--- config.mk ---
export PLATFORM = sky130hd
export DESIGN_NAME = sbcs_status_bank
export DESIGN_NICKNAME = d
export VERILOG_FILES = /design/src/hw/sbcs_pkg.sv /design/src/hw/sbcs_flag_if.sv /design/src/hw/sbcs_sticky_flags.sv /design/src/hw/sbcs_status_bank.sv
export SDC_FILE = /design/constraint.sdc
export NUM_CORES = 1
export LEC_CHECK = 0
export ABC_AREA = 0
export BUFFER_PORTS_ARGS = -buffer_cell sky130_fd_sc_hd__buf_2
export CORE_AREA = 2 2 82 68
export CTS_CLUSTER_SIZE = 16
export DETAILED_ROUTE_END_ITERATION = 10
export DIE_AREA = 0 0 84 70
export RECOVER_POWER = 100
export SYNTH_ARGS = -nofsm -noshare
export SYNTH_HDL_FRONTEND = slang
export SYNTH_HIERARCHICAL = 1
export SYNTH_SLANG_ARGS = --single-unit
export TNS_END_PERCENT = 20
--- constraint.sdc ---
create_clock -name clk -period 1.2 [get_ports clk]
set_input_delay 0.24 -clock clk [delete_from_list [all_inputs] [get_ports clk]]
set_output_delay 0.24 -clock clk [all_outputs]
set_load 0.05 [all_outputs]
--- src/hw/sbcs_pkg.sv ---
// package: command codes, field positions and reset values of the slot b and common status bank
package sbcs_pkg;
  // command bytes
  localparam logic [7:0] SBCS_CMD_SLOT_B_STATUS = 8'h05;
  localparam logic [7:0] SBCS_CMD_COMMON_STATUS = 8'h06;
  // reset values
  localparam logic [7:0] SBCS_SLOT_B_STATUS_RST = 8'h00;
  localparam logic [7:0] SBCS_COMMON_STATUS_RST = 8'h00;
  // slot b status fields
  localparam int SBCS_B_FAULT_BIT   = 7;
  localparam int SBCS_B_MAIN_BIT    = 6;
  localparam int SBCS_B_AUX_BIT     = 5;
  localparam int SBCS_B_OC_AUX_BIT  = 4;
  localparam int SBCS_B_OC_N12_BIT  = 3;
  localparam int SBCS_B_OC_P12_BIT  = 2;
  localparam int SBCS_B_OC_5V_BIT   = 1;
  localparam int SBCS_B_OC_3V_BIT   = 0;
  localparam int SBCS_OC_W          = 5;
  // common status fields
  localparam int SBCS_C_GP_B_BIT    = 5;
  localparam int SBCS_C_GP_A_BIT    = 4;
  localparam int SBCS_C_MASK_BIT    = 3;
  localparam int SBCS_C_UV_BIT      = 2;
  localparam int SBCS_C_OT_BIT      = 1;
  // overcurrent flags that belong to the main outputs and to the aux output
  localparam logic [4:0] SBCS_OC_MAIN_MASK = 5'h0f;
  localparam logic [4:0] SBCS_OC_AUX_MASK  = 5'h10;
endpackage

--- src/hw/sbcs_flag_if.sv ---
// interface: sticky event flags with write-one-to-clear between the bank and its flag module
`timescale 1ns/1ps
interface sbcs_flag_if #(parameter int W = 5);
  logic [W-1:0] set;
  logic [W-1:0] clr;
  logic [W-1:0] flags;
  modport bank (output set, output clr, input flags);
  modport flag (input set, input clr, output flags);
endinterface

--- src/hw/sbcs_sticky_flags.sv ---
// sticky flag array: set wins over a clear arriving in the same cycle
`timescale 1ns/1ps
module sbcs_sticky_flags #(
  parameter int W = 5
) (
  // clock and reset
  input  wire logic  clk,
  input  wire logic  rst,
  // flag port
  sbcs_flag_if.flag  fp
);
  // a width the flag vector cannot take is refused at elaboration
  if (W < 1)
  begin : g_bad_width
    $error("sbcs_sticky_flags: W must be at least 1");
  end

  genvar i;
  generate
    for (i = 0; i < W; i++)
    begin : g_flag
      logic flag_r;
      always_ff @(posedge clk)
      begin
        if (rst)
          flag_r <= 1'b0;
        else if (fp.set[i])
          flag_r <= 1'b1;
        else if (fp.clr[i])
          flag_r <= 1'b0;
      end
      assign fp.flags[i] = flag_r;
    end
  endgenerate
endmodule

--- src/hw/sbcs_status_bank.sv ---
// slot b status and common status registers of a dual-slot hot-plug power controller
`timescale 1ns/1ps
module sbcs_status_bank
  import sbcs_pkg::*;
(
  // clock and reset
  input  wire logic        clk,
  input  wire logic        rst,
  // register access, command-byte addressed
  input  wire logic [7:0]  reg_cmd,
  input  wire logic        reg_wr,
  input  wire logic        reg_rd,
  input  wire logic [7:0]  reg_wdata,
  output logic      [7:0]  reg_rdata,
  output logic             reg_hit,
  // slot b pins and analog events
  input  wire logic        slot_b_main_on_in,
  input  wire logic        aux_enable_input,
  input  wire logic        slot_b_main_on_state,
  input  wire logic        slot_b_aux_on_state,
  input  wire logic [4:0]  slot_b_oc_event,
  input  wire logic        slot_b_bus_ctrl,
  output logic             slot_b_fault_out_n,
  // common events and pins
  input  wire logic        undervoltage_lockout,
  input  wire logic        main_power_requested,
  input  wire logic        overtemp_trip,
  input  wire logic        slot_a_gp_input,
  input  wire logic        slot_b_gp_input,
  output logic             irq_n
);
  import sbcs_pkg::*;

  // the read image slices the flags off the bottom of the slot b byte and the
  // fault latch splits them by the two masks; refuse a layout they cannot serve
  if (SBCS_OC_W != SBCS_B_OC_AUX_BIT + 1 || SBCS_B_OC_3V_BIT != 0)
  begin : g_bad_oc_field
    $error("sbcs_status_bank: overcurrent field must run from bit 0 to the aux flag");
  end
  if ((SBCS_OC_MAIN_MASK | SBCS_OC_AUX_MASK) != 5'h1f)
  begin : g_bad_oc_cover
    $error("sbcs_status_bank: main and aux masks must cover every overcurrent flag");
  end
  if ((SBCS_OC_MAIN_MASK & SBCS_OC_AUX_MASK) != 5'h00)
  begin : g_bad_oc_overlap
    $error("sbcs_status_bank: main and aux masks must not share a flag");
  end

  // pin synchronisers
  logic [9:0] sync1_r;
  logic [9:0] sync2_r;
  always_ff @(posedge clk)
  begin
    if (rst)
    begin
      sync1_r <= '0;
      sync2_r <= '0;
    end
    else
    begin
      sync1_r <= {slot_b_main_on_in,
                  aux_enable_input,
                  slot_b_main_on_state,
                  slot_b_aux_on_state,
                  undervoltage_lockout,
                  overtemp_trip,
                  slot_a_gp_input,
                  slot_b_gp_input,
                  main_power_requested,
                  slot_b_bus_ctrl};
      sync2_r <= sync1_r;
    end
  end

  logic main_on_s;
  logic aux_en_s;
  logic main_st_s;
  logic aux_st_s;
  logic uv_s;
  logic ot_s;
  logic gpa_s;
  logic gpb_s;
  logic main_req_s;
  logic bus_ctrl_s;
  // the order here must match the order the first stage was loaded in
  assign {main_on_s,
          aux_en_s,
          main_st_s,
          aux_st_s,
          uv_s,
          ot_s,
          gpa_s,
          gpb_s,
          main_req_s,
          bus_ctrl_s} = sync2_r;

  // the analog events are treated as pin levels too; edges make one-shot sets
  // detectors reset low, the idle level of every event, so a reset release sets
  // nothing; an event still held high across a reset does set its flag again
  logic [4:0] oc_s1_r;
  logic [4:0] oc_s2_r;
  logic [4:0] oc_d_r;
  logic       uv_d_r;
  logic       ot_d_r;
  always_ff @(posedge clk)
  begin
    if (rst)
    begin
      oc_s1_r <= '0;
      oc_s2_r <= '0;
      oc_d_r  <= '0;
      uv_d_r  <= 1'b0;
      ot_d_r  <= 1'b0;
    end
    else
    begin
      oc_s1_r <= slot_b_oc_event;
      oc_s2_r <= oc_s1_r;
      oc_d_r  <= oc_s2_r;
      uv_d_r  <= uv_s;
      ot_d_r  <= ot_s;
    end
  end

  logic [4:0] oc_rise;
  logic       uv_rise;
  logic       ot_rise;
  assign oc_rise = oc_s2_r & ~oc_d_r;
  assign uv_rise = uv_s & ~uv_d_r;
  assign ot_rise = ot_s & ~ot_d_r;

  logic wr_b;
  logic wr_c;
  assign wr_b = reg_wr && (reg_cmd == SBCS_CMD_SLOT_B_STATUS);
  assign wr_c = reg_wr && (reg_cmd == SBCS_CMD_COMMON_STATUS);

  // overcurrent flags: slot b bits 4..0
  sbcs_flag_if #(.W(SBCS_OC_W)) oc_fp ();
  assign oc_fp.set = oc_rise;
  assign oc_fp.clr = wr_b ? reg_wdata[SBCS_OC_W-1:0] : '0;
  sbcs_sticky_flags #(.W(SBCS_OC_W)) u_oc_flags
  (
    .clk (clk),
    .rst (rst),
    .fp  (oc_fp.flag)
  );

  // common flags: bit 1 overtemperature, bit 0 undervoltage
  sbcs_flag_if #(.W(2)) cm_fp ();
  assign cm_fp.set = {ot_rise, uv_rise & main_req_s};
  assign cm_fp.clr = wr_c ? {reg_wdata[SBCS_C_OT_BIT], reg_wdata[SBCS_C_UV_BIT]} : 2'b00;
  sbcs_sticky_flags #(.W(2)) u_cm_flags
  (
    .clk (clk),
    .rst (rst),
    .fp  (cm_fp.flag)
  );

  // fault latch kept separate from the flags: it clears by the inputs, not by writes
  logic fault_main_r;
  logic fault_aux_r;
  always_ff @(posedge clk)
  begin
    if (rst)
      fault_main_r <= 1'b0;
    else if (bus_ctrl_s)
      fault_main_r <= 1'b0;
    else if (|(oc_rise & SBCS_OC_MAIN_MASK))
      fault_main_r <= 1'b1;
    else if (!main_on_s)
      fault_main_r <= 1'b0;
  end

  always_ff @(posedge clk)
  begin
    if (rst)
      fault_aux_r <= 1'b0;
    else if (bus_ctrl_s)
      fault_aux_r <= 1'b0;
    else if (|(oc_rise & SBCS_OC_AUX_MASK))
      fault_aux_r <= 1'b1;
    else if (!aux_en_s)
      fault_aux_r <= 1'b0;
  end

  logic fault;
  assign fault = fault_main_r | fault_aux_r;

  // pin driven from latch only, never from reads
  logic fault_n_r;
  always_ff @(posedge clk)
  begin
    if (rst)
      fault_n_r <= 1'b1;
    else
      fault_n_r <= ~fault;
  end
  assign slot_b_fault_out_n = fault_n_r;

  logic mask_r;
  always_ff @(posedge clk)
  begin
    if (rst)
      mask_r <= SBCS_COMMON_STATUS_RST[SBCS_C_MASK_BIT];
    else if (wr_c)
      mask_r <= reg_wdata[SBCS_C_MASK_BIT];
  end

  // level only, no alert response; host polls
  logic irq_n_r;
  always_ff @(posedge clk)
  begin
    if (rst)
      irq_n_r <= 1'b1;
    else
      irq_n_r <= ~(~mask_r & ((|oc_fp.flags) | (|cm_fp.flags)));
  end
  assign irq_n = irq_n_r;

  // read images
  logic [7:0] slot_b_status;
  logic [7:0] common_status;
  always_comb
  begin
    slot_b_status = SBCS_SLOT_B_STATUS_RST;
    slot_b_status[SBCS_B_FAULT_BIT] = ~fault_n_r;
    slot_b_status[SBCS_B_MAIN_BIT] = main_st_s;
    slot_b_status[SBCS_B_AUX_BIT] = aux_st_s;
    slot_b_status[SBCS_OC_W-1:0] = oc_fp.flags;
  end

  always_comb
  begin
    common_status = SBCS_COMMON_STATUS_RST;
    common_status[SBCS_C_GP_B_BIT] = gpb_s;
    common_status[SBCS_C_GP_A_BIT] = gpa_s;
    common_status[SBCS_C_MASK_BIT] = mask_r;
    common_status[SBCS_C_UV_BIT] = cm_fp.flags[0];
    common_status[SBCS_C_OT_BIT] = cm_fp.flags[1];
  end

  // read data registered; unmapped codes answer zero with reg_hit low
  // a read touches no flag and not the fault pin, so polling has no side effect
  always_ff @(posedge clk)
  begin
    if (rst)
    begin
      reg_rdata <= 8'h00;
      reg_hit   <= 1'b0;
    end
    else if (reg_rd)
    begin
      unique case (reg_cmd)
        SBCS_CMD_SLOT_B_STATUS:
        begin
          reg_rdata <= slot_b_status;
          reg_hit   <= 1'b1;
        end
        SBCS_CMD_COMMON_STATUS:
        begin
          reg_rdata <= common_status;
          reg_hit   <= 1'b1;
        end
        default:
        begin
          reg_rdata <= 8'h00;
          reg_hit   <= 1'b0;
        end
      endcase
    end
    else
      reg_hit <= 1'b0;
  end
endmodule

==> metrics.md <==
| Metric | Value |
|---|---|
| Status | `complete, no violations` |
| DR WL met2 | `1.518 mm` |
| Fin crit share | `0.9598` |
| Area leader, netlist | `dfxtp_1` |
| CP Class | `reg2out` |
| Max stage delay cell, worst path | `dfxtp_1` |
| Via density | `4.457` |
| Final nets | `278` |
| Crit-path cells | `clkbuf_2` |
| Clk pin slew, worst setup/hold paths | `0.07 ns` |
| Clock power share | `0.459` |
| Wire per inst | `11.20 microns` |
| Core footprint | `5195 sq um` |
| Worst r2r dst | `fault_main_r` |
| Largest net degree at the start of global routing | `27` |
| Slew Viols, Final | `0` |
| Vias in the first global route | `1345` |
| Die Y | `70 microns` |
| Flops & latches, synth | `58` |
| Lkg Pwr | `1.029 nW` |
| Post-route ant nets | `0` |
| EDFF count, synth | `0` |
| Max-Cap Viols | `0` |
| Nature of the critical path endpoint | `output pin` |
| Hold Violations, Final | `0` |
| Placer Congestion | `0.8262` |
| Top FF cell, synth | `dfxtp_1` |
| Layout cells sized above 1 | `0.2540` |
| Hold crit path type | `in2reg` |
| Clk Latency, worst-skew pair | `0.34 ns` |
| Slew at the pin closest to its max-slew limit | `0.7124 ns` |
| Post-synth ARST share | `0` |
| Setup TNS | `0 ns` |
| WL final | `3.507 mm` |
| CTS tree | `built` |
| Minimum clock period | `1.152 ns` |
| Longest Clk Path Bufs | `2` |
| WL met1 | `1.654 mm` |
| Sw Ratio | `0.2188` |
| Internal reg-to-reg setup slack | `0.29 ns` |
| Area Overhead vs Synth | `24.79%` |
| Syn Std Cell Area | `1983 sq um` |
| Achievable clock frequency | `868.3 MHz` |
| Post-Place Cell Area | `2261 sq um` |
| Boundary Pins | `46` |
| Initial drt markers | `30` |
| Psw | `0.9162 mW` |
| R2R depth | `3` |
| Seq/Total Area, Yosys | `0.5855` |
| Worst R2R Start | `oc_s2_r[2]` |
| Clk Tree Root Cell | `clkbuf_8` |
| CTS H-Tree Depth | `3` |
| Antenna violations before repair | `0` |
| Syn nets | `230` |
| Skew final | `0.007183 ns` |
| Met3 wire len | `261 microns` |
| Top routing layer in use | `met4` |
| Worst path depth | `1` |
| Worst EP arrival | `0.91 ns` |
| Design Area, Final | `2475 sq um` |
| PortBufs | `42` |
| Capture point of the worst path | `irq_n` |
| Hold path cells | `2` |
| GRT Total Usage | `0.1310` |
| Int Power | `3.271 mW` |
| First-pass GRT wire length | `5.927 mm` |
| Starting utilization of the core area | `0.3817` |
| DRC viols | `0` |
| CTS sink cnt | `58` |
| Total Power | `4.187 mW` |
| Commonest cells in the netlist | `58 x dfxtp_1, 45 x nor2b_1, 12 x nand2_1` |
| Total global routing overflow | `0` |
| DRT Pass-1 Iters | `4` |
| Die X | `84 microns` |
| Crit path max-delay family | `flip-flops` |
| Worst ir drop on vdd | `1179 uV` |
| Unique masters post-synth | `30` |
| Hold slack | `0.1070 ns` |
| Part of the power in registers | `0.484` |
| Most common cell in the synthesized netlist | `dfxtp_1` |
| RSZ-0062 raised after global routing | `false` |
| Hpwl dp | `2.486 mm` |
| # diodes | `0` |
| Die Area | `5880 sq um` |
| Synth top area share | `0.5855` |
| Worst Setup SP | `irq_n` |
| Slew HR | `0.5250` |
| Synth warnings | `6` |
| Row cnt | `24` |
| Mean Syn Cell Area | `10.17 sq um` |
| Gate power share | `0.057` |
| Buffers & Inverters on Critical Path | `1` |
| PwrDens | `1692 nW/um^2` |
| Worst Path Max Fanout | `1` |
| CP Data Required Time | `0.96 ns` |
| Ranking of synthesized cells by area | `dfxtp_1 59%, nor2b_1 14%, buf_4 2.6%` |
| Via count | `1395` |
| Crit start category | `register` |
| TritonCTS Buffers | `9` |
| Post-Synthesis Cells | `195` |
| Final setup vio count | `0` |
| Worst path max stage delay | `0.31 ns` |
worst min-delay path by stage:
stage / startpoint / to / slack, ns
after global routing: slot_b_oc_event[3] / oc_s1_r[3] / 0.1
after global placement: oc_s1_r[4] / oc_s2_r[4] / 0.42
after detailed placement: sync2_r[0] / fault_main_r / 0.42
after floorplan: rst / u_cm_flags/g_flag[0].flag_r / 0.31
after CTS: undervoltage_lockout / sync1_r[5] / 0.09
final: undervoltage_lockout / sync1_r[5] / 0.11
cell usage in the layout, fill, tap and decap left out, types with 2 or more instances in the layout:
cell type / netlist / routed
o32ai_1: 5 / 5
clkbuf_4: 0 / 6
bufinv_16: 0 / 2
nor2b_1: 45 / 45
clkinvlp_4: 0 / 2
a22oi_1: 5 / 5
nor3_1: 6 / 6
inv_1: 8 / 8
nand3_1: 3 / 3
clkinv_2: 0 / 2
buf_4: 7 / 6
clkbuf_2: 1 / 4
buf_2: 1 / 28
dfxtp_1: 58 / 58
nand2_1: 12 / 13
a21oi_1: 9 / 9
nand2b_1: 8 / 8
clkbuf_8: 0 / 9
nor2_1: 5 / 5
and3_1: 4 / 4
clkbuf_1: 4 / 7
flip-flops by register name, summed over array words and instances, names as in the netlist:
name and cells:
fault_aux_r 1, u_oc_flags/g_flag.flag_r 5, sync2_r 10, u_cm_flags/g_flag.flag_r 2, slot_b_fault_out_n 1, oc_d_r 5, mask_r 1, ot_d_r 1
reg_rdata 8, uv_d_r 1, irq_n 1, sync1_r 10, oc_s2_r 5, reg_hit 1, oc_s1_r 5, fault_main_r 1
metal layers:
layer  up-vias  GRT usage
met1       609     0.1517
met4         0    0.06452
met5         -          0
li1        735          -
met2        43     0.2000
met3         8    0.06738
kinds of logic after synthesis:
kind of cell	Yosys count	share of synthesized area
AOI/OAI and AO/OA	25	0.09149
DFF	58	0.5855
and+or+nand+nor	88	0.2599
muxes	1	0.005048
buffers and inverters	23	0.05803
layout make-up:
| class | instances | area [sq um] |
|---|---|---|
| Inverter | 9 | 33.78 |
| Sequential cell | 58 | 1161 |
| Tap cell | 65 | 81.33 |
| Fill cell | 533 | 2720 |
| Clock inverter | 7 | 93.84 |
| Clock buffer | 9 | 123.9 |
| Multi-Input combinational cell | 114 | 704.4 |
| Timing Repair Buffer | 51 | 276.5 |
power groups by stage:
stage | sequential [mW] | clock (mW) | combinational, mW
4_1_cts | 2.03 | 1.98 | 0.249
3_3_place_gp | 2.07 | 0 | 0.244
6_report | 2.03 | 1.92 | 0.238
5_1_grt | 2.03 | 2.07 | 0.270
3_5_place_dp | 2.07 | 0 | 0.247
2_1_floorplan | 2.08 | 0 | 0.139
through the flow:
step	std cells	worst slack (ns)	util
3_5_place_dp	297	-0.2246	0.4352
2_1_floorplan	195	0.009349	-
3_3_place_gp	297	-0.2068	0.4352
6_report	313	0.04827	0.4764
5_1_grt	313	0.005714	0.4764
4_1_cts	313	0.002847	0.4781
what timing repair did:
item / 4_1_cts / 5_1_grt
setup endpoints to repair: 2 / 7
buffers inserted: 0 / 0
gates resized for setup: 2 / 8
hold buffers: 0 / 0
Power figures use the tool's default switching activity.
